`src/shared/psrc_pkg.sv`:
```
// Constants for the strap, reset and power control block.
// Assumes a 200 MHz core clock; register map is reached over a plain strobe port.
package psrc_pkg;
	// ---------------------------------------------------------------
	// Register offsets
	// ---------------------------------------------------------------
	localparam logic [4:0] CTRL_ADDR = 5'h00;
	localparam logic [4:0] STAT_ADDR = 5'h01;
	localparam logic [4:0] CFG_ADDR = 5'h10;
	localparam logic [4:0] IND_ADDR = 5'h14;
	// ---------------------------------------------------------------
	// Field positions
	// ---------------------------------------------------------------
	localparam int CTRL_SW_RESET_BIT = 15;
	localparam int CFG_SLEEP_EN_BIT = 6;
	localparam int CFG_PAUSE_BIT = 10;
	localparam int STAT_RESET_BIT = 0;
	localparam int STAT_PDOWN_BIT = 1;
	localparam int STAT_SLEEP_BIT = 2;
	localparam int STAT_MGMT_BIT = 3;
	localparam int STAT_STRAP_LSB = 4;
	// ---------------------------------------------------------------
	// Reset values and timing
	// ---------------------------------------------------------------
	localparam logic [15:0] IND_SEL_RESET = 16'h0421;
	localparam int CLK_MHZ = 200;
	localparam int EXT_RESET_US = 300;
	localparam int EXT_RESET_CYCLES = EXT_RESET_US * CLK_MHZ;
	localparam int SAMPLE_CYCLES = 4;
	localparam int BLINK_BITS = 24;
endpackage

```
`src/psrc_top.sv`:
```
// Strap sampling, reset sequencing, sleep and power-down control with
// indicator pin drivers. Assumes a register master on a strobe port.
// Functional notes
// - Hardware reset pin or software reset bit puts the device in reset.
// - Internal reset continues for an extended time after hardware reset release.
// - Pause strap high advertises pause during auto-negotiation, low does not.
// - Sleep pin high permits sleep mode entry.
// - In managed mode the sleep-enable bit overrides the sleep pin.
// - Power-down pin high holds the device powered down until it falls.
// - Each of three indicator pins shows a condition selected by configuration.
// - Indicator pins are sampled as straps during reset, then driven.
// - With management on, straps only set defaults; software owns bits afterwards.
//
// Chosen here: the plain strobed port and the register offsets.
`timescale 1ns/1ps
module psrc_top #(
	parameter int EXT_RESET_CYCLES = psrc_pkg::EXT_RESET_CYCLES
) (
	input wire logic CORE_CLK,
	input wire logic RST_B,
	input wire logic CE,
	input wire logic [4:0] ADDR,
	input wire logic [15:0] WDATA,
	input wire logic WR,
	input wire logic RD,
	output logic [15:0] RDATA,
	input wire logic PAUSE_PIN,
	input wire logic SLEEP_PIN,
	input wire logic POWER_DOWN_PIN,
	input wire logic MGMT_ACCESS_DISABLE,
	input wire logic LINK_UP,
	input wire logic ACTIVITY,
	input wire logic FULL_DUPLEX,
	input wire logic SPEED_100,
	input wire logic LINE_IDLE,
	input wire logic [2:0] INDICATOR_CFG_PIN_IN,
	output logic [2:0] INDICATOR_CFG_PIN_OUT,
	output logic [2:0] INDICATOR_CFG_PIN_OE,
	output logic CORE_RESET,
	output logic ADV_PAUSE,
	output logic SLEEP_MODE,
	output logic POWER_DOWN,
	output logic [2:0] CFG_STRAPS
);
	// Elaboration check: the sequencer needs at least one reset cycle
	if (EXT_RESET_CYCLES < 1) begin : g_bad_reset_count
		$error("EXT_RESET_CYCLES must be at least 1");
	end

	typedef enum logic [2:0] {
		ST_RESET = 3'b001,
		ST_SAMPLE = 3'b010,
		ST_RUN = 3'b100
	} psrc_state_t;

	// ---------------------------------------------------------------
	// Pin synchronisers
	// ---------------------------------------------------------------
	logic [6:0] pin_lvl;
	psrc_sync #(.WIDTH(7)) u_sync (
		.clk(CORE_CLK),
		.rst_b(RST_B),
		.ce(CE),
		.pin({INDICATOR_CFG_PIN_IN, MGMT_ACCESS_DISABLE, POWER_DOWN_PIN,
			SLEEP_PIN, PAUSE_PIN}),
		.level(pin_lvl)
	);
	logic pause_lvl;
	logic sleep_lvl;
	logic pdown_lvl;
	logic mdis_lvl;
	logic [2:0] ind_lvl;
	assign pause_lvl = pin_lvl[0];
	assign sleep_lvl = pin_lvl[1];
	assign pdown_lvl = pin_lvl[2];
	assign mdis_lvl = pin_lvl[3];
	assign ind_lvl = pin_lvl[6:4];

	psrc_state_t state_reg;
	logic [31:0] cnt_reg;
	logic sw_reset_reg;
	logic sleep_en_reg;
	logic pause_en_reg;
	logic [15:0] ind_sel_reg;
	logic mgmt_reg;
	logic [2:0] strap_reg;
	logic [psrc_pkg::BLINK_BITS-1:0] blink_reg;
	logic reg_wr;
	assign reg_wr = WR && mgmt_reg && (state_reg == ST_RUN);

	// ---------------------------------------------------------------
	// Reset sequencer
	// ---------------------------------------------------------------
	always_ff @(posedge CORE_CLK or negedge RST_B) begin
		if (!RST_B) begin
			state_reg <= ST_RESET;
			cnt_reg <= 32'h0;
		end else if (CE) begin
			unique case (state_reg)
				ST_RESET: begin
					if (cnt_reg >= 32'(EXT_RESET_CYCLES - 1)) begin
						state_reg <= ST_SAMPLE;
						cnt_reg <= 32'h0;
					end else begin
						cnt_reg <= cnt_reg + 32'h1;
					end
				end
				ST_SAMPLE: begin
					if (cnt_reg >= 32'(psrc_pkg::SAMPLE_CYCLES - 1)) begin
						state_reg <= ST_RUN;
						cnt_reg <= 32'h0;
					end else begin
						cnt_reg <= cnt_reg + 32'h1;
					end
				end
				ST_RUN: begin
					if (sw_reset_reg) begin
						state_reg <= ST_RESET;
						cnt_reg <= 32'h0;
					end
				end
				default: begin
					state_reg <= ST_RESET;
					cnt_reg <= 32'h0;
				end
			endcase
		end
	end

	// ---------------------------------------------------------------
	// Strap capture at the end of the sample window
	// ---------------------------------------------------------------
	always_ff @(posedge CORE_CLK or negedge RST_B) begin
		if (!RST_B) begin
			strap_reg <= 3'h0;
			mgmt_reg <= 1'b0;
		end else if (CE && state_reg == ST_SAMPLE
			&& cnt_reg == 32'(psrc_pkg::SAMPLE_CYCLES - 1)) begin
			strap_reg <= ind_lvl;
			mgmt_reg <= !mdis_lvl;
		end
	end

	// ---------------------------------------------------------------
	// Control bits: pins give the sleep and pause defaults; with management on, software owns them afterwards, otherwise the pins keep control
	// ---------------------------------------------------------------
	always_ff @(posedge CORE_CLK or negedge RST_B) begin
		if (!RST_B) begin
			sw_reset_reg <= 1'b0;
			sleep_en_reg <= 1'b0;
			pause_en_reg <= 1'b0;
			ind_sel_reg <= psrc_pkg::IND_SEL_RESET;
		end else if (CE) begin
			if (state_reg != ST_RUN) begin
				// defaults follow pin levels during reset
				sw_reset_reg <= 1'b0;
				sleep_en_reg <= sleep_lvl;
				pause_en_reg <= pause_lvl;
				ind_sel_reg <= psrc_pkg::IND_SEL_RESET;
			end else if (reg_wr) begin
				if (ADDR == psrc_pkg::CFG_ADDR) begin
					sleep_en_reg <= WDATA[psrc_pkg::CFG_SLEEP_EN_BIT];
					pause_en_reg <= WDATA[psrc_pkg::CFG_PAUSE_BIT];
				end
				if (ADDR == psrc_pkg::CTRL_ADDR) begin
					sw_reset_reg <= WDATA[psrc_pkg::CTRL_SW_RESET_BIT];
				end
				if (ADDR == psrc_pkg::IND_ADDR) begin
					ind_sel_reg <= WDATA;
				end
			end else if (!mgmt_reg) begin
				// Without management, pins keep control
				sleep_en_reg <= sleep_lvl;
				pause_en_reg <= pause_lvl;
			end
		end
	end

	// ---------------------------------------------------------------
	// Power outputs
	// ---------------------------------------------------------------
	always_ff @(posedge CORE_CLK or negedge RST_B) begin
		if (!RST_B) begin
			CORE_RESET <= 1'b1;
			ADV_PAUSE <= 1'b0;
			SLEEP_MODE <= 1'b0;
			POWER_DOWN <= 1'b0;
			CFG_STRAPS <= 3'h0;
		end else if (CE) begin
			CORE_RESET <= (state_reg != ST_RUN) || sw_reset_reg;
			ADV_PAUSE <= pause_en_reg;
			// sleep allowed only when enabled and line idle
			SLEEP_MODE <= sleep_en_reg && LINE_IDLE && (state_reg == ST_RUN) && !pdown_lvl;
			POWER_DOWN <= pdown_lvl;
			CFG_STRAPS <= strap_reg;
		end
	end

	// ---------------------------------------------------------------
	// Indicator drivers; pins float while straps are being read
	// ---------------------------------------------------------------
	always_ff @(posedge CORE_CLK or negedge RST_B) begin
		if (!RST_B) begin
			blink_reg <= '0;
		end else if (CE) begin
			blink_reg <= blink_reg + 1'b1;
		end
	end

	genvar k;
	generate
		for (k = 0; k < 3; k++) begin : g_ind
			logic on;
			always_comb begin
				unique case (ind_sel_reg[4*k+3 -: 4])
					4'h0: on = SPEED_100;
					4'h1: on = LINK_UP;
					4'h2: on = ACTIVITY;
					4'h3: on = FULL_DUPLEX;
					4'h4: on = LINK_UP || ACTIVITY;
					4'h5: on = blink_reg[psrc_pkg::BLINK_BITS-1];
					4'h6: on = 1'b1;
					default: on = 1'b0;
				endcase
			end
			always_ff @(posedge CORE_CLK or negedge RST_B) begin
				if (!RST_B) begin
					INDICATOR_CFG_PIN_OUT[k] <= 1'b0;
					INDICATOR_CFG_PIN_OE[k] <= 1'b0;
				end else if (CE) begin
					INDICATOR_CFG_PIN_OE[k] <= (state_reg == ST_RUN);
					// LED active low when its strap is high, polarity set by strap so the pull stays idle
					INDICATOR_CFG_PIN_OUT[k] <= on ^ strap_reg[k];
				end
			end
		end
	endgenerate

	// ---------------------------------------------------------------
	// Register read port
	// ---------------------------------------------------------------
	always_ff @(posedge CORE_CLK or negedge RST_B) begin
		if (!RST_B) begin
			RDATA <= 16'h0;
		end else if (CE) begin
			RDATA <= 16'h0;
			if (RD && mgmt_reg) begin
				unique case (ADDR)
					psrc_pkg::CTRL_ADDR: RDATA[psrc_pkg::CTRL_SW_RESET_BIT] <= sw_reset_reg;
					psrc_pkg::CFG_ADDR: begin
						RDATA[psrc_pkg::CFG_SLEEP_EN_BIT] <= sleep_en_reg;
						RDATA[psrc_pkg::CFG_PAUSE_BIT] <= pause_en_reg;
					end
					psrc_pkg::IND_ADDR: RDATA <= ind_sel_reg;
					psrc_pkg::STAT_ADDR: begin
						RDATA[psrc_pkg::STAT_RESET_BIT] <= CORE_RESET;
						RDATA[psrc_pkg::STAT_PDOWN_BIT] <= POWER_DOWN;
						RDATA[psrc_pkg::STAT_SLEEP_BIT] <= SLEEP_MODE;
						RDATA[psrc_pkg::STAT_MGMT_BIT] <= mgmt_reg;
						RDATA[psrc_pkg::STAT_STRAP_LSB +: 3] <= strap_reg;
					end
					default: RDATA <= 16'h0;
				endcase
			end
		end
	end

	// ---------------------------------------------------------------
	// Checks
	// ---------------------------------------------------------------
	a_sw_reset_core: assert property (@(posedge CORE_CLK) disable iff (!RST_B)
		CE && sw_reset_reg |=> CORE_RESET)
		else $error("software reset did not reset core");
	a_ext_reset_hold: assert property (@(posedge CORE_CLK) disable iff (!RST_B)
		state_reg == ST_RESET |-> CORE_RESET || $past(state_reg) != ST_RESET)
		else $error("core left reset early");
	a_pause_follow: assert property (@(posedge CORE_CLK) disable iff (!RST_B)
		CE && $past(CE) |-> ADV_PAUSE == $past(pause_en_reg))
		else $error("pause advert mismatch");
	a_sleep_gate: assert property (@(posedge CORE_CLK) disable iff (!RST_B)
		SLEEP_MODE |-> $past(sleep_en_reg))
		else $error("sleep without enable");
	a_sleep_override: assert property (@(posedge CORE_CLK) disable iff (!RST_B)
		CE && reg_wr && ADDR == psrc_pkg::CFG_ADDR |=>
		sleep_en_reg == $past(WDATA[psrc_pkg::CFG_SLEEP_EN_BIT]))
		else $error("sleep override not taken");
	a_pdown_hold: assert property (@(posedge CORE_CLK) disable iff (!RST_B)
		CE && pdown_lvl |=> POWER_DOWN && !SLEEP_MODE)
		else $error("power-down not held");
	a_strap_float: assert property (@(posedge CORE_CLK) disable iff (!RST_B)
		state_reg != ST_RUN && $past(state_reg) != ST_RUN |-> INDICATOR_CFG_PIN_OE == 3'h0)
		else $error("indicator driven during sampling");
	a_mgmt_lock: assert property (@(posedge CORE_CLK) disable iff (!RST_B)
		CE && !mgmt_reg && state_reg == ST_RUN |=> sleep_en_reg == $past(sleep_lvl))
		else $error("pin control lost without management");
	a_ind_on: assert property (@(posedge CORE_CLK) disable iff (!RST_B)
		CE && state_reg == ST_RUN && ind_sel_reg[3:0] == 4'h6 |=>
		INDICATOR_CFG_PIN_OUT[0] == !$past(strap_reg[0]))
		else $error("indicator select ignored");
endmodule // psrc_top

```
`src/psrc_sync.sv`:
```
// Three-stage synchroniser for a group of pin levels.
// Assumes inputs are asynchronous to CORE_CLK.
`timescale 1ns/1ps
module psrc_sync #(
	parameter int WIDTH = 1
) (
	input wire logic clk,
	input wire logic rst_b,
	input wire logic ce,
	input wire logic [WIDTH-1:0] pin,
	output logic [WIDTH-1:0] level
);
	logic [WIDTH-1:0] s1_reg;
	logic [WIDTH-1:0] s2_reg;
	logic [WIDTH-1:0] s3_reg;

	// Elaboration check: an empty pin group has nothing to carry
	if (WIDTH < 1) begin : g_bad_width
		$error("WIDTH must be at least 1");
	end

	// ---------------------------------------------------------------
	// Per-bit stages; a change counts once stages two and three agree
	// ---------------------------------------------------------------
	genvar i;
	generate
		for (i = 0; i < WIDTH; i++) begin : g_bit
			always_ff @(posedge clk or negedge rst_b) begin
				if (!rst_b) begin
					s1_reg[i] <= 1'b0;
					s2_reg[i] <= 1'b0;
					s3_reg[i] <= 1'b0;
					level[i] <= 1'b0;
				end else if (ce) begin
					s1_reg[i] <= pin[i];
					s2_reg[i] <= s1_reg[i];
					s3_reg[i] <= s2_reg[i];
					if (s2_reg[i] == s3_reg[i]) begin
						level[i] <= s3_reg[i];
					end
				end
			end
		end
	endgenerate
endmodule // psrc_sync

```
`config.mk`:
```
export PLATFORM = sky130hd
export DESIGN_NAME = psrc_top
export DESIGN_NICKNAME = d
export VERILOG_FILES = /design/src/shared/psrc_pkg.sv /design/src/psrc_top.sv /design/src/psrc_sync.sv
export SDC_FILE = /design/constraint.sdc
export NUM_CORES = 1
export LEC_CHECK = 0
export ABC_AREA = 1
export BUFFER_PORTS_ARGS = -buffer_cell sky130_fd_sc_hd__buf_2
export CORE_MARGIN = 8
export CORE_UTILIZATION = 28
export CTS_BUF_LIST = sky130_fd_sc_hd__clkbuf_4
export DETAILED_ROUTE_END_ITERATION = 16
export PLACE_DENSITY_LB_ADDON = 0.15
export SLEW_MARGIN = 25
export SYNTH_ARGS = -nofsm -noshare
export SYNTH_HDL_FRONTEND = slang
export SYNTH_SLANG_ARGS = --single-unit
```
`constraint.sdc`:
```
create_clock -name CORE_CLK -period 1.6 [get_ports CORE_CLK]
set_input_delay 0.08 -clock CORE_CLK [delete_from_list [all_inputs] [get_ports CORE_CLK]]
set_output_delay 0.08 -clock CORE_CLK [all_outputs]
set_load 0.01 [all_outputs]
```
# Word level (Yosys, flattened, before mapping)
# Cells that the tools add are included.
[totals] register_bits=137 out_inout_bits=29 inputBits=38
[classes] eq_ne=38 magnitude_cmp=2 reduce_logical=31 n_mux=32 bitwise=3 addsub=2
[op_table] op="2-to-1 mux 32 bit" n=3
[op_table] op="case mux 32 bit (3 select lines)" n=1
[op_table] op="2-to-1 mux 16 bit" n=4
[op_table] op="== test 4 x 3 -> 1 bit (second input constant)" n=9
[op_table] op="adder 32 x 1 -> 32 bit (second input constant)" n=1
[op_table] op="== test 32 x 2 -> 1 bit (second input constant)" n=1
[op_table] op="greater-or-equal comparator 32 x 16 -> 1 bit (second input constant)" n=1
[op_table] op="greater-or-equal comparator 32 x 2 -> 1 bit (second input constant)" n=1
[op_table] op="adder 24 x 1 -> 24 bit (second input constant)" n=1
[op_table] op="== test 4 x 2 -> 1 bit (second input constant)" n=6
[op_table] op="case mux 1 bit (7 select lines)" n=3
[op_table] op="AND reduction 2 bit" n=8
[op_table] op="== test 4 x 1 -> 1 bit (second input constant)" n=3
[op_table] op="zero test 4 bit" n=3
[op_table] op="2-to-1 mux 3 bit" n=4
[op_table] op="case mux 6 bit (2 select lines)" n=1
[op_table] op="2-to-1 mux 1 bit" n=11
[op_table] op="== test 5 bit (second input constant)" n=2
[op_table] op="case mux 3 bit (3 select lines)" n=1
[op_table] op="AND reduction 3 bit" n=3
[op_table] op="logical AND 1 bit" n=8
[op_table] op="== test 1 bit" n=7
[op_table] op="inequality test 2 bit (second input constant)" n=3
[op_table] op="inequality test 3 x 1 -> 1 bit (second input constant)" n=2
[op_table] op="14 further kinds" n=21

# Logic depth before layout (Yosys ltp)
# Gate-level depths: netlist (run 1).
[depth] ltp_word=4 depth_mapped=12

# By module
# Synthesis (run 1) repeated with hierarchy kept, for this count alone.
[unflattened] cells_unflattened=813 hier_area_um2=6633.9
[by_module_without_submodules] mod="psrc_top" instances=1 seq_area_each_um2=2733.9 cells_per_inst=667 area_each_um2=5416.4
[by_module_without_submodules] mod="psrc_sync" instances=1 seq_area_each_um2=700.7 cells_per_inst=146 area_each_um2=1217.4

# Least setup slack after synthesis (run 1)
# OpenSTA, ideal clock, no wires.
[synth_path] path_type="reg-to-reg" start="register cnt_reg[0]" end="register cnt_reg[8]" path_slack_ns=0.059 stages_incl_launch_ff=9 path_buffers=1 arrival_ns=1.468 setup_time_ns=0.073 cell_sequence="dfrtp_1 -> ha_1 -> or2_2 -> nor2_1 -> nand3_1 -> nand2_2 -> nand2_4 -> buf_6 -> a21oi_2"
[synth_via] elab_chain_cells=3
[synth_rtl] element="start: declaration" line="psrc_top.sv:80" text="logic [31:0] cnt_reg;"
[synth_rtl] element="start signal: assignment" line="psrc_top.sv:105" text="cnt_reg <= cnt_reg + 32'h1;"
[synth_rtl] element="start signal: assignment" line="psrc_top.sv:113" text="cnt_reg <= cnt_reg + 32'h1;"
[synth_rtl] element="adder 32 x 1 -> 32 bit, or another cell as far along" line="psrc_top.sv:105, psrc_top.sv:113"
[synth_rtl] element="2-to-1 mux 32 bit, on equally long branches" line="psrc_top.sv:109, psrc_top.sv:101"
[synth_rtl] element="case mux 32 bit (3 select lines) *" line="psrc_top.sv:99" text="unique case (state_reg)"
# Mark *: on every way between the ends. The rest lies on a longest branch, timed or not.
# A chain may end at the register's enable or synchronous reset.

==> metrics.yaml, run 1 <==
cells_and_area:
  syn_to_final_growth_pct: 30.2
  largest_reg_flops: 32
  fin_cells: 1298
  multi_input_area_um2: 2740
  drive_gt1_frac: 0.231
  nets: 1004
  fillers: 2491
  regArea_um2: 3440
  layout_commonest_cell: "nand2_1"
  final_cell_mix: "nand2_1 (195), dfrtp_1 (131), inv_1 (110)"
timing:
  fin_skew_ns: 0.0490
  slew_violations: 0
  worst_pin_slew_ns: 0.363
  setup_ws_ns: 0.0151
  setup_viol: 0
  period_share: 0.991
  min_period_ns: 1.58
  fmax_ghz: 0.631
  relSlewSlack: 0.756
  rsz0062_at_grt: "yes"
  final_hold_viol_count: 0
grt:
  grt_first_pass_wirelength_um: 28900
  grtUsageTotal: 0.125
  antenna_found_initial: 1
  grt_max_degree: 51
  grt_pass1_vias: 5697
  grt.overflow.total: 0
place:
  dp_hpwl_um: 12300
  pre_cts_ws_ns: -0.0421
  place_inst: 1205
  port_buffers: 66
  routabilityCongestion: 0.774
yosys:
  synth-simple-area-share: 0.252
  synthFlopType: "dfrtp_1"
  synth_top_family_by_area: "simple AND/OR/NAND/NOR gates"
  synth_seq_cells: 137
  synth-adder-area-share: 0.00377
  synth_xor_area_frac: 0.0237
  ys_types: 42
  yosys_warnings: 0
  ys_seq_area_frac: 0.517
  synth.area.mux_share: 0
  synth-async-reset-ratio: 1.00
  syn-num-nets: 846
  synth.top_cell.area_share: 0.497
  ys_top_cells_by_area: "dfrtp_1 (50%), nand2_1 (11%), inv_1 (6.4%)"
  synth-compound-area-share: 0.115
  syn-cell-area_um2: 6650
  synthCells: 806
  avgSynthCellArea_um2: 8.24
  synth_top_area_cell: "dfrtp_1"
  synth_edf_count: 0
worst_setup_path:
  critPathTopFamily: "buffers and inverters"
  crit_type: "in2reg"
  cpMostUsedCell: "dlygate4sd3_1"
  cp-end-kind: "flip-flop"
  crit_fanout: 49
  startpoint_type: "input pin"
  ff2ff_path_depth: 8
  cp.required_ns: 2.08
  path_cells: "buf_2 > dlygate4sd3_1 > inv_2 > buf_12 > nand2_1 > o21ai_0 > dlygate4sd3_1"
  max_stage_delay_ns: 0.64
  worst_path_max_delay_cell: "dlygate4sd3_1"
  path_depth: 7
  critical_path_buf_inv_count: 5
  arrival_ns: 2.06
  r2r_slack_ns: 0.07
routing:
  vias: 5661
  routed_wl_um: 17300
  ant_nets: 0
  drt_iter0_drc: 289
  wl_per_cell_um: 13.3
  routed_via_density: 4.36
  drc: 0
  dr.pass1.iters: 7
power:
  peakVddDrop_v: 0.000556
  p_per_area_nw_per_um2: 1090
  power.leakage_uw: 0.00424
die:
  dieHeight_um: 170
  core-area_um2: 23400
  num_io_pins: 67
  dieWidth_um: 170
  initial_core_util: 0.284
  dieArea_um2: 28900
  fp-row-count: 56
clock_network:
  htreeDepth: 4
  cts_buffers: 17
  cts_tree: "done"
  clockRootBuffer: "clkbuf_4"
  clk_pin_slew_ns: 0.14
  clock_path_buffers: 2
  clk_latency_ns: 0.56
  cts.sinks: 137
hold_path:
  hold_depth: 4
  min_path_type: "in2reg"
outcome:
  status: "completed"
flow_run:
  maxCapViolCount: 0
[final cells by class]
class                   instances  area share
clock inverters                14      0.0211
inverters                     118      0.0518
multi-input cells             525       0.317
diodes                          2    0.000578
flip-flops and latches        137       0.397
well taps                     319      0.0461
repair buffers                165       0.151
clock buffers                  18      0.0156
[report_power, final]
part / internal [µW] / leakage (µW) / switching [µW]
logic: 1160 / 0.00225 / 1510
registers: 3870 / 0.00181 / 304
clock network: 1150 / 0.000172 / 1440
[tightest hold or removal path, delay by kind of cell]
kind / cells / cell delay [ns]
buf+inv: 2 / 0.31
simple gates: 2 / 0.15
[what timing repair did]
action / in CTS / in global routing
pin swaps: 3 / 17
resized for setup: 5 / 47
endpoints found under the setup margin: 12 / 48
endpoints found under the hold margin: 175 / 0
setup buffers: 0 / 11
hold buffers: 48 / 0
[layer usage]
metal | up-vias | share of wire | global-route usage
met5 | - | 0 | 0
met4 | 0 | 0.0087 | 0.0343
met3 | 9 | 0.038 | 0.0299
met2 | 71 | 0.46 | 0.199
met1 | 2672 | 0.49 | 0.166
li1 | 2909 | - | -
[cells in the mapped netlist (7+ instances only)]
library cell / count
o211ai_1: 8
nand2_1: 202
nand3_1: 63
a21oi_2: 11
inv_1: 113
nand4_1: 17
a21oi_1: 9
clkbuf_1: 11
nor3_1: 8
a22o_1: 8
o31ai_1: 7
o21ai_0: 70
nand2_2: 7
nor2_1: 65
dfrtp_1: 132
xor2_1: 13
[final timing paths]
path | start | to
worst max-delay path | CE | RDATA[6]$_DFFE_PN0P_
max in group asynchronous | RST_B | CORE_RESET$_DFFE_PN1P_
worst max register to register | blink_reg[1]$_DFFE_PN0P_ | blink_reg[12]$_DFFE_PN0P_
worst min-delay path | CE | CFG_STRAPS[1]$_DFFE_PN0P_
min in group asynchronous | RST_B | blink_reg[1]$_DFFE_PN0P_
worst min register to register | blink_reg[13]$_DFFE_PN0P_ | blink_reg[13]$_DFFE_PN0P_
[through the flow]
step | hold WS, ns | setup TNS (ns) | power [µW] | utilization | instance area (µm²)
2_1_floorplan | -0.216 | 0 | 5680 | - | 6650
3_3_place_gp | -0.0284 | -0.0585 | 6630 | 0.326 | 7620
3_5_place_dp | -0.0263 | -0.180 | 6630 | 0.326 | 7620
4_1_cts | 0.000898 | 0 | 9400 | 0.360 | 8430
5_1_grt | 0.00720 | -0.289 | 10100 | 0.370 | 8650
6_report | 0.0429 | 0 | 9430 | 0.370 | 8650
[cell families after synthesis]
| group | after synthesis |
|---|---|
| adders and majority gates | 2 |
| xor gates and xnor gates | 18 |
| DFF | 137 |
| AOI/OAI and AO/OA | 125 |
| and+or+nand+nor | 380 |
| buffers and inverters | 144 |
Note: power is estimated with default switching activity, not from simulation.
==> inputs of run 2 (changes only) <==
--- a/config.mk
+++ b/config.mk
@@ -11,6 +11,7 @@
 export CORE_UTILIZATION = 28
 export CTS_BUF_LIST = sky130_fd_sc_hd__clkbuf_4
 export DETAILED_ROUTE_END_ITERATION = 16
+export HOLD_SLACK_MARGIN = 0.15
 export PLACE_DENSITY_LB_ADDON = 0.15
 export SLEW_MARGIN = 25
 export SYNTH_ARGS = -nofsm -noshare
==> metrics.yaml, run 2 (synthesis results as in run 1) <==
clock_network:
  cts_buffers: 17  # unchanged
  cts_tree: "done"
  clk_pin_slew_ns: 0.14  # about the same
  clock_path_buffers: 2  # unchanged
  clk_latency_ns: 0.55  # about the same
  cts.sinks: 137  # unchanged
  htreeDepth: 4  # unchanged
  clockRootBuffer: "clkbuf_4"
cells_and_area:
  nets: 1018  # +1.4%
  final_cell_mix: "nand2_1 (195), dfrtp_1 (131), inv_1 (111)"
  utilization: 0.376  # +0.00626
  largest_reg_flops: 32  # unchanged
  layout_commonest_cell: "nand2_1"
  syn_to_final_growth_pct: 32.4
  drive_gt1_frac: 0.225  # -0.00630
routing:
  routed_wl_um: 17500  # +1.3%
  wl_per_cell_um: 13.3  # +0.24%
  drt_iter0_drc: 303  # +4.8%
  ant_nets: 0  # unchanged
  dr.pass1.iters: 4  # -3
  drc: 0  # unchanged
  vias: 5709  # +0.85%
  routed_via_density: 4.35  # -0.23%
place:
  dp_hpwl_um: 12300  # unchanged
  routabilityCongestion: 0.774  # unchanged
  port_buffers: 66  # unchanged
worst_setup_path:
  worst_path_max_delay_cell: "dfstp_2"
  cp-end-kind: "flip-flop"
  startpoint: "state_reg[0]$_DFFE_PN1P_"
  r2r_slack_ns: 0.009  # -0.06 ns
  crit_fanout: 16  # -67%
  max_stage_delay_ns: 0.59  # -0.05 ns
  cp.required_ns: 2.02  # -0.06 ns
  startpoint_type: "flip-flop"
  arrival_ns: 2.02  # -0.04 ns
  crit_type: "reg2reg"
  worstReg2RegStart: "state_reg[0]$_DFFE_PN1P_"
  ff2ff_path_depth: 7  # -1
  worstReg2RegEnd: "ind_sel_reg[6]$_DFFE_PN0P_"
  endpoint: "ind_sel_reg[6]$_DFFE_PN0P_"
  path_cells: "buf_4 > nor3_4 > nand2_1 > nand2_2 > a21oi_4 > clkbuf_16 > o21ai_0"
grt:
  antenna_found_initial: 1  # unchanged
  grtUsageTotal: 0.124  # -0.000389
  grt_first_pass_wirelength_um: 28900  # about the same
  grt_pass1_vias: 5726  # +0.51%
  grt_max_degree: 51  # unchanged
  grt.overflow.total: 0  # unchanged
timing:
  rsz0062_at_grt: "yes"
  setup_viol: 0  # unchanged
  period_share: 0.994  # +0.00366
  fin_skew_ns: 0.0458  # -0.00318 ns
  holdWs_ns: 0.165  # +0.122 ns
  relSlewSlack: 0.688  # -0.0682
  slew_violations: 0  # unchanged
  min_period_ns: 1.59  # +0.00586 ns
  final_hold_viol_count: 0  # unchanged
  worst_pin_slew_ns: 0.466  # +0.103 ns
  fmax_ghz: 0.629  # -0.37%
power:
  power.switching_uw: 3290  # +1.1%
  p_int_uw: 6250  # +1.2%
  switching_share: 0.345  # about the same
  power.leakage_uw: 0.00429  # +1.3%
  seq_power_share: 0.438  # -0.005
  peakVddDrop_v: 0.000558  # +0.37%
  p_per_area_nw_per_um2: 1080  # -0.52%
  pwr-share-clk: 0.272  # -0.002
  p_comb_frac: 0.290  # +0.007
flow_run:
  maxCapViolCount: 0  # unchanged
die:
  dieArea_um2: 28900  # unchanged
  core-area_um2: 23400  # unchanged
  fp-row-count: 56  # unchanged
  dieHeight_um: 170  # unchanged
  initial_core_util: 0.284  # unchanged
  dieWidth_um: 170  # unchanged
  num_io_pins: 67  # unchanged
hold_path:
  min_path_type: "in2reg"
outcome:
  status: "completed"
[run 2: changes by cell type in the layout (fill, tap and decap cells not counted), sizes merged]
| cell | before | now |
|---|---|---|
| buf | 117 | 116 |
| clkbuf | 18 | 20 |
| dlygate4sd3 | 48 | 61 |
[run 2: repair_timing]
action,CTS,global route
hold buffers,61,2
resized for setup,5,41
setup endpoints to repair,12,51
gates cloned,0,2
hold endpoints to repair,208,3
pin swaps,3,14
setup buffers,0,10
[run 2: cell type report]
type	instances	area (µm²)
antenna	2	5.00
fill	2468	14600
sequential	137	3440
tap	319	399
clock buffer	18	135
multi-input combinational	525	2720
inverter	118	445
timing repair buffer	179	1470
clock inverter	14	183
[run 2: how the worst min path moves through the flow]
stage / start / end / slack, ns / cells past startpoint
final: ADDR[0] / RDATA[10]$_DFFE_PN0P_ / 0.17 / 7
after global routing: CE / blink_reg[18]$_DFFE_PN0P_ / 0.18 / 5
after CTS: CE / blink_reg[1]$_DFFE_PN0P_ / 0.16 / 5
after detailed placement: RST_B / u_sync.s1_reg[4]$_DFFE_PN0P_ / -0.03 / 1
after global placement: RST_B / u_sync.s1_reg[4]$_DFFE_PN0P_ / -0.03 / 1
after floorplan: RST_B / ADV_PAUSE$_DFFE_PN0P_ / -0.22 / 0
[run 2: per-stage QoR]
step                instances  area (µm²)  setup slack (ns)  setup TNS, ns  power, µW
floorplan                 806        6650            0.0588              0       5680
global placement         1205        7620           -0.0187        -0.0585       6630
detailed placement       1205        7620           -0.0421         -0.180       6630
CTS                      1298        8560           0.00540              0       9450
global route             1312        8800           -0.0545         -0.994      10200
finish                   1312        8800           0.00920              0       9540
[run 2: metal layers]
metal  wire length, µm  vias up  share of wire  GRT usage
li1                  -     2936              -          -
met1              8590     2680           0.49      0.164
met2              8000       74           0.46      0.199
met3               707       19          0.040     0.0301
met4               214        0          0.012     0.0355
met5                 0        -              0          0
[run 2: critical path, delay by kind of cell, from the launching register on]
family	cells	cell delay, ns
AO/OA/AOI/OAI	2	0.32
buffers and inverters	2	0.36
flip-flops	1	0.59
AND/OR/NAND/NOR	3	0.22
[run 2: power by group through the flow]
stage          Combinational (µW)  Sequential [µW]  Clock, µW
2_1_floorplan                1480             4200          0
5_1_grt                      3130             4240       2840
6_report                     2770             4180       2600
4_1_cts                      2580             4170       2700
3_3_place_gp                 2400             4240          0
3_5_place_dp                 2390             4240          0
==> inputs of run 3 (changes only) <==
--- a/config.mk
+++ b/config.mk
@@ -6,11 +6,13 @@
 export NUM_CORES = 1
 export LEC_CHECK = 0
 export ABC_AREA = 1
+export ABC_CLOCK_PERIOD_IN_PS = 1600
 export BUFFER_PORTS_ARGS = -buffer_cell sky130_fd_sc_hd__buf_2
 export CORE_MARGIN = 8
-export CORE_UTILIZATION = 28
+export CORE_UTILIZATION = 35
 export CTS_BUF_LIST = sky130_fd_sc_hd__clkbuf_4
 export DETAILED_ROUTE_END_ITERATION = 16
+export GPL_TIMING_DRIVEN = 0
 export HOLD_SLACK_MARGIN = 0.15
 export PLACE_DENSITY_LB_ADDON = 0.15
 export SLEW_MARGIN = 25
==> metrics.yaml, run 3 (synthesis results as in run 1) <==
worst_setup_path:
  arrival_ns: 2.09  # +0.07 ns
  crit_type: "reg2reg"
  cp-end-kind: "flip-flop"
  startpoint_type: "flip-flop"
  worstReg2RegEnd: "cnt_reg[8]$_DFFE_PN0P_"
  crit_fanout: 8  # -8
  worstReg2RegStart: "cnt_reg[0]$_DFFE_PN0P_"
  ff2ff_path_depth: 8  # +1
  cp.required_ns: 2.06  # +0.04 ns
  r2r_slack_ns: -0.03  # -0.04 ns
clock_network:
  clk_pin_slew_ns: 0.12  # -0.02 ns
  clockRootBuffer: "clkbuf_4"
  cts_buffers: 17  # unchanged
  htreeDepth: 4  # unchanged
  cts_tree: "done"
  clock_path_buffers: 2  # unchanged
  cts.sinks: 137  # unchanged
  clk_latency_ns: 0.55  # about the same
timing:
  relSlewSlack: 0.569  # -0.119
  fin_skew_ns: 0.0268  # -0.0190 ns
  worst_pin_slew_ns: 0.647  # +0.180 ns
  final_hold_viol_count: 0  # unchanged
  setup_viol: 9  # +9
  fmax_ghz: 0.615  # -2.2%
  slew_violations: 0  # unchanged
  min_period_ns: 1.63  # +0.0361 ns
  rsz0062_at_grt: "yes"
  setup_ws_ns: -0.0269  # -0.0361 ns
  period_share: 1.02  # +0.0226
cells_and_area:
  syn_to_final_growth_pct: 28.1
  largest_reg_flops: 32  # unchanged
  final_cell_mix: "nand2_1 (185), dfrtp_1 (128), inv_1 (111)"
  drive_gt1_frac: 0.234  # +0.00869
  fillers: 1879  # -24%
  utilization: 0.457  # +0.0807
  fin_area_um2: 8510  # -3.2%
  nets: 994  # -2.4%
  layout_commonest_cell: "nand2_1"
grt:
  grt.overflow.total: 0  # unchanged
  antenna_found_initial: 1  # unchanged
  grt_pass1_vias: 5650  # -1.3%
  grt_max_degree: 85  # +67%
  grtUsageTotal: 0.152  # +0.0281
  grt_first_pass_wirelength_um: 29000  # +0.21%
outcome:
  status: "finished with violations"
  violations: "setup timing"
routing:
  drc: 0  # unchanged
  vias: 5752  # +0.75%
  dr.pass1.iters: 5  # +1
  wl_per_cell_um: 14.6  # +9.7%
  routed_wl_um: 17600  # +0.60%
  ant_nets: 0  # unchanged
  routed_via_density: 4.78  # +9.9%
  drt_iter0_drc: 377  # +24%
place:
  dpl-instance-area_um2: 7330  # -3.9%
  dp_hpwl_um: 12000  # -2.4%
  port_buffers: 65  # -1.5%
  pre_cts_ws_ns: -0.120  # -0.0783 ns
  routabilityCongestion: 0.796  # +2.8%
hold_path:
  min_path_type: "in2reg"
  hold_start: "SLEEP_PIN"
  hold_path_end: "u_sync.s1_reg[1]$_DFFE_PN0P_"
  hold_depth: 4  # -3
die:
  dieArea_um2: 23700  # -18%
  fp-row-count: 50  # -11%
  dieHeight_um: 154  # -9.6%
  dieWidth_um: 154  # -9.6%
  num_io_pins: 67  # unchanged
  core-area_um2: 18600  # -20%
  initial_core_util: 0.356  # +0.0725
power:
  total_power_uw: 9690  # +1.6%
  p_per_area_nw_per_um2: 1140  # +4.9%
  power.leakage_uw: 0.00419  # -2.3%
  peakVddDrop_v: 0.000636  # +14%
flow_run:
  maxCapViolCount: 0  # unchanged
[run 3: cell count changes in the layout (fill, tap and decap cells not counted), sizes merged]
cell | previous run | this run
clkbuf | 20 | 32
dlygate4sd3 | 61 | 38
clkinv | 2 | 10
buf | 116 | 103
inv | 126 | 118
[run 3: routing by layer]
metal | track usage | up-vias | routed length (µm)
met4 | 0.0457 | 0 | 293
met1 | 0.201 | 2726 | 8490
li1 | - | 2897 | -
met5 | 0 | - | 0
met3 | 0.0381 | 21 | 748
met2 | 0.243 | 108 | 8090
[run 3: layout make-up]
cell class	instances	area [µm²]	share of cell area
repair buffers	128	978	0.115
well taps	234	293	0.0344
repair inverters	1	8.76	0.00103
clock inverters	13	154	0.0181
inverters	118	459	0.0539
flip-flops and latches	137	3440	0.404
multi-input cells	525	2850	0.334
clock buffers	19	143	0.0168
diodes	2	5.00	0.000588
plain buffers	26	189	0.0222
[run 3: how the worst max path moves through the flow]
stage | startpoint | endpoint | slack [ns] | cells after the start
2_1_floorplan | cnt_reg[0]$_DFFE_PN0P_ | cnt_reg[8]$_DFFE_PN0P_ | 0.06 | 8
3_3_place_gp | RST_B | RDATA[12]$_DFFE_PN0P_ | -1.68 | 1
3_5_place_dp | cnt_reg[0]$_DFFE_PN0P_ | cnt_reg[9]$_DFFE_PN0P_ | -0.12 | 8
4_1_cts | state_reg[0]$_DFFE_PN1P_ | cnt_reg[9]$_DFFE_PN0P_ | -0.03 | 9
5_1_grt | cnt_reg[0]$_DFFE_PN0P_ | cnt_reg[8]$_DFFE_PN0P_ | -0.09 | 8
6_report | cnt_reg[0]$_DFFE_PN0P_ | cnt_reg[8]$_DFFE_PN0P_ | -0.03 | 8
[run 3: stage by stage]
stage | hold WS [ns] | TNS [ns] | instances
floorplan | -0.216 | 0 | 806
global placement | 0.294 | -226.31 | 1105
detailed placement | 0.123 | -1.95 | 1107
CTS | 0.238 | -0.210 | 1186
global route | 0.264 | -1.21 | 1203
finish | 0.291 | -0.0845 | 1203
[run 3: power breakdown]
part,internal (µW),total [µW],switching (µW)
Sequential,3880,4210,331
Combinational,1300,3050,1750
Clock,1110,2430,1320
Total,6290,9690,3410
[run 3: repair_timing]
| item | 4_1_cts | 5_1_grt |
|---|---|---|
| buffers inserted | 6 | 15 |
| resized for setup | 16 | 76 |
| cloned | 1 | 2 |
| endpoints found under the setup margin | 30 | 64 |
| pin swaps | 7 | 17 |
| hold endpoints to repair | 195 | 0 |
| hold buffers | 40 | 0 |
[run 3: critical path, stage by stage, from the launching register on]
cell and delay [ns]:
dfrtp_1 0.41, ha_2 0.21, or2_4 0.24, nor2_4 0.11, nand3_2 0.11, nand2_4 0.12, nand2_8 0.09, buf_12 0.15
a21oi_2 0.10
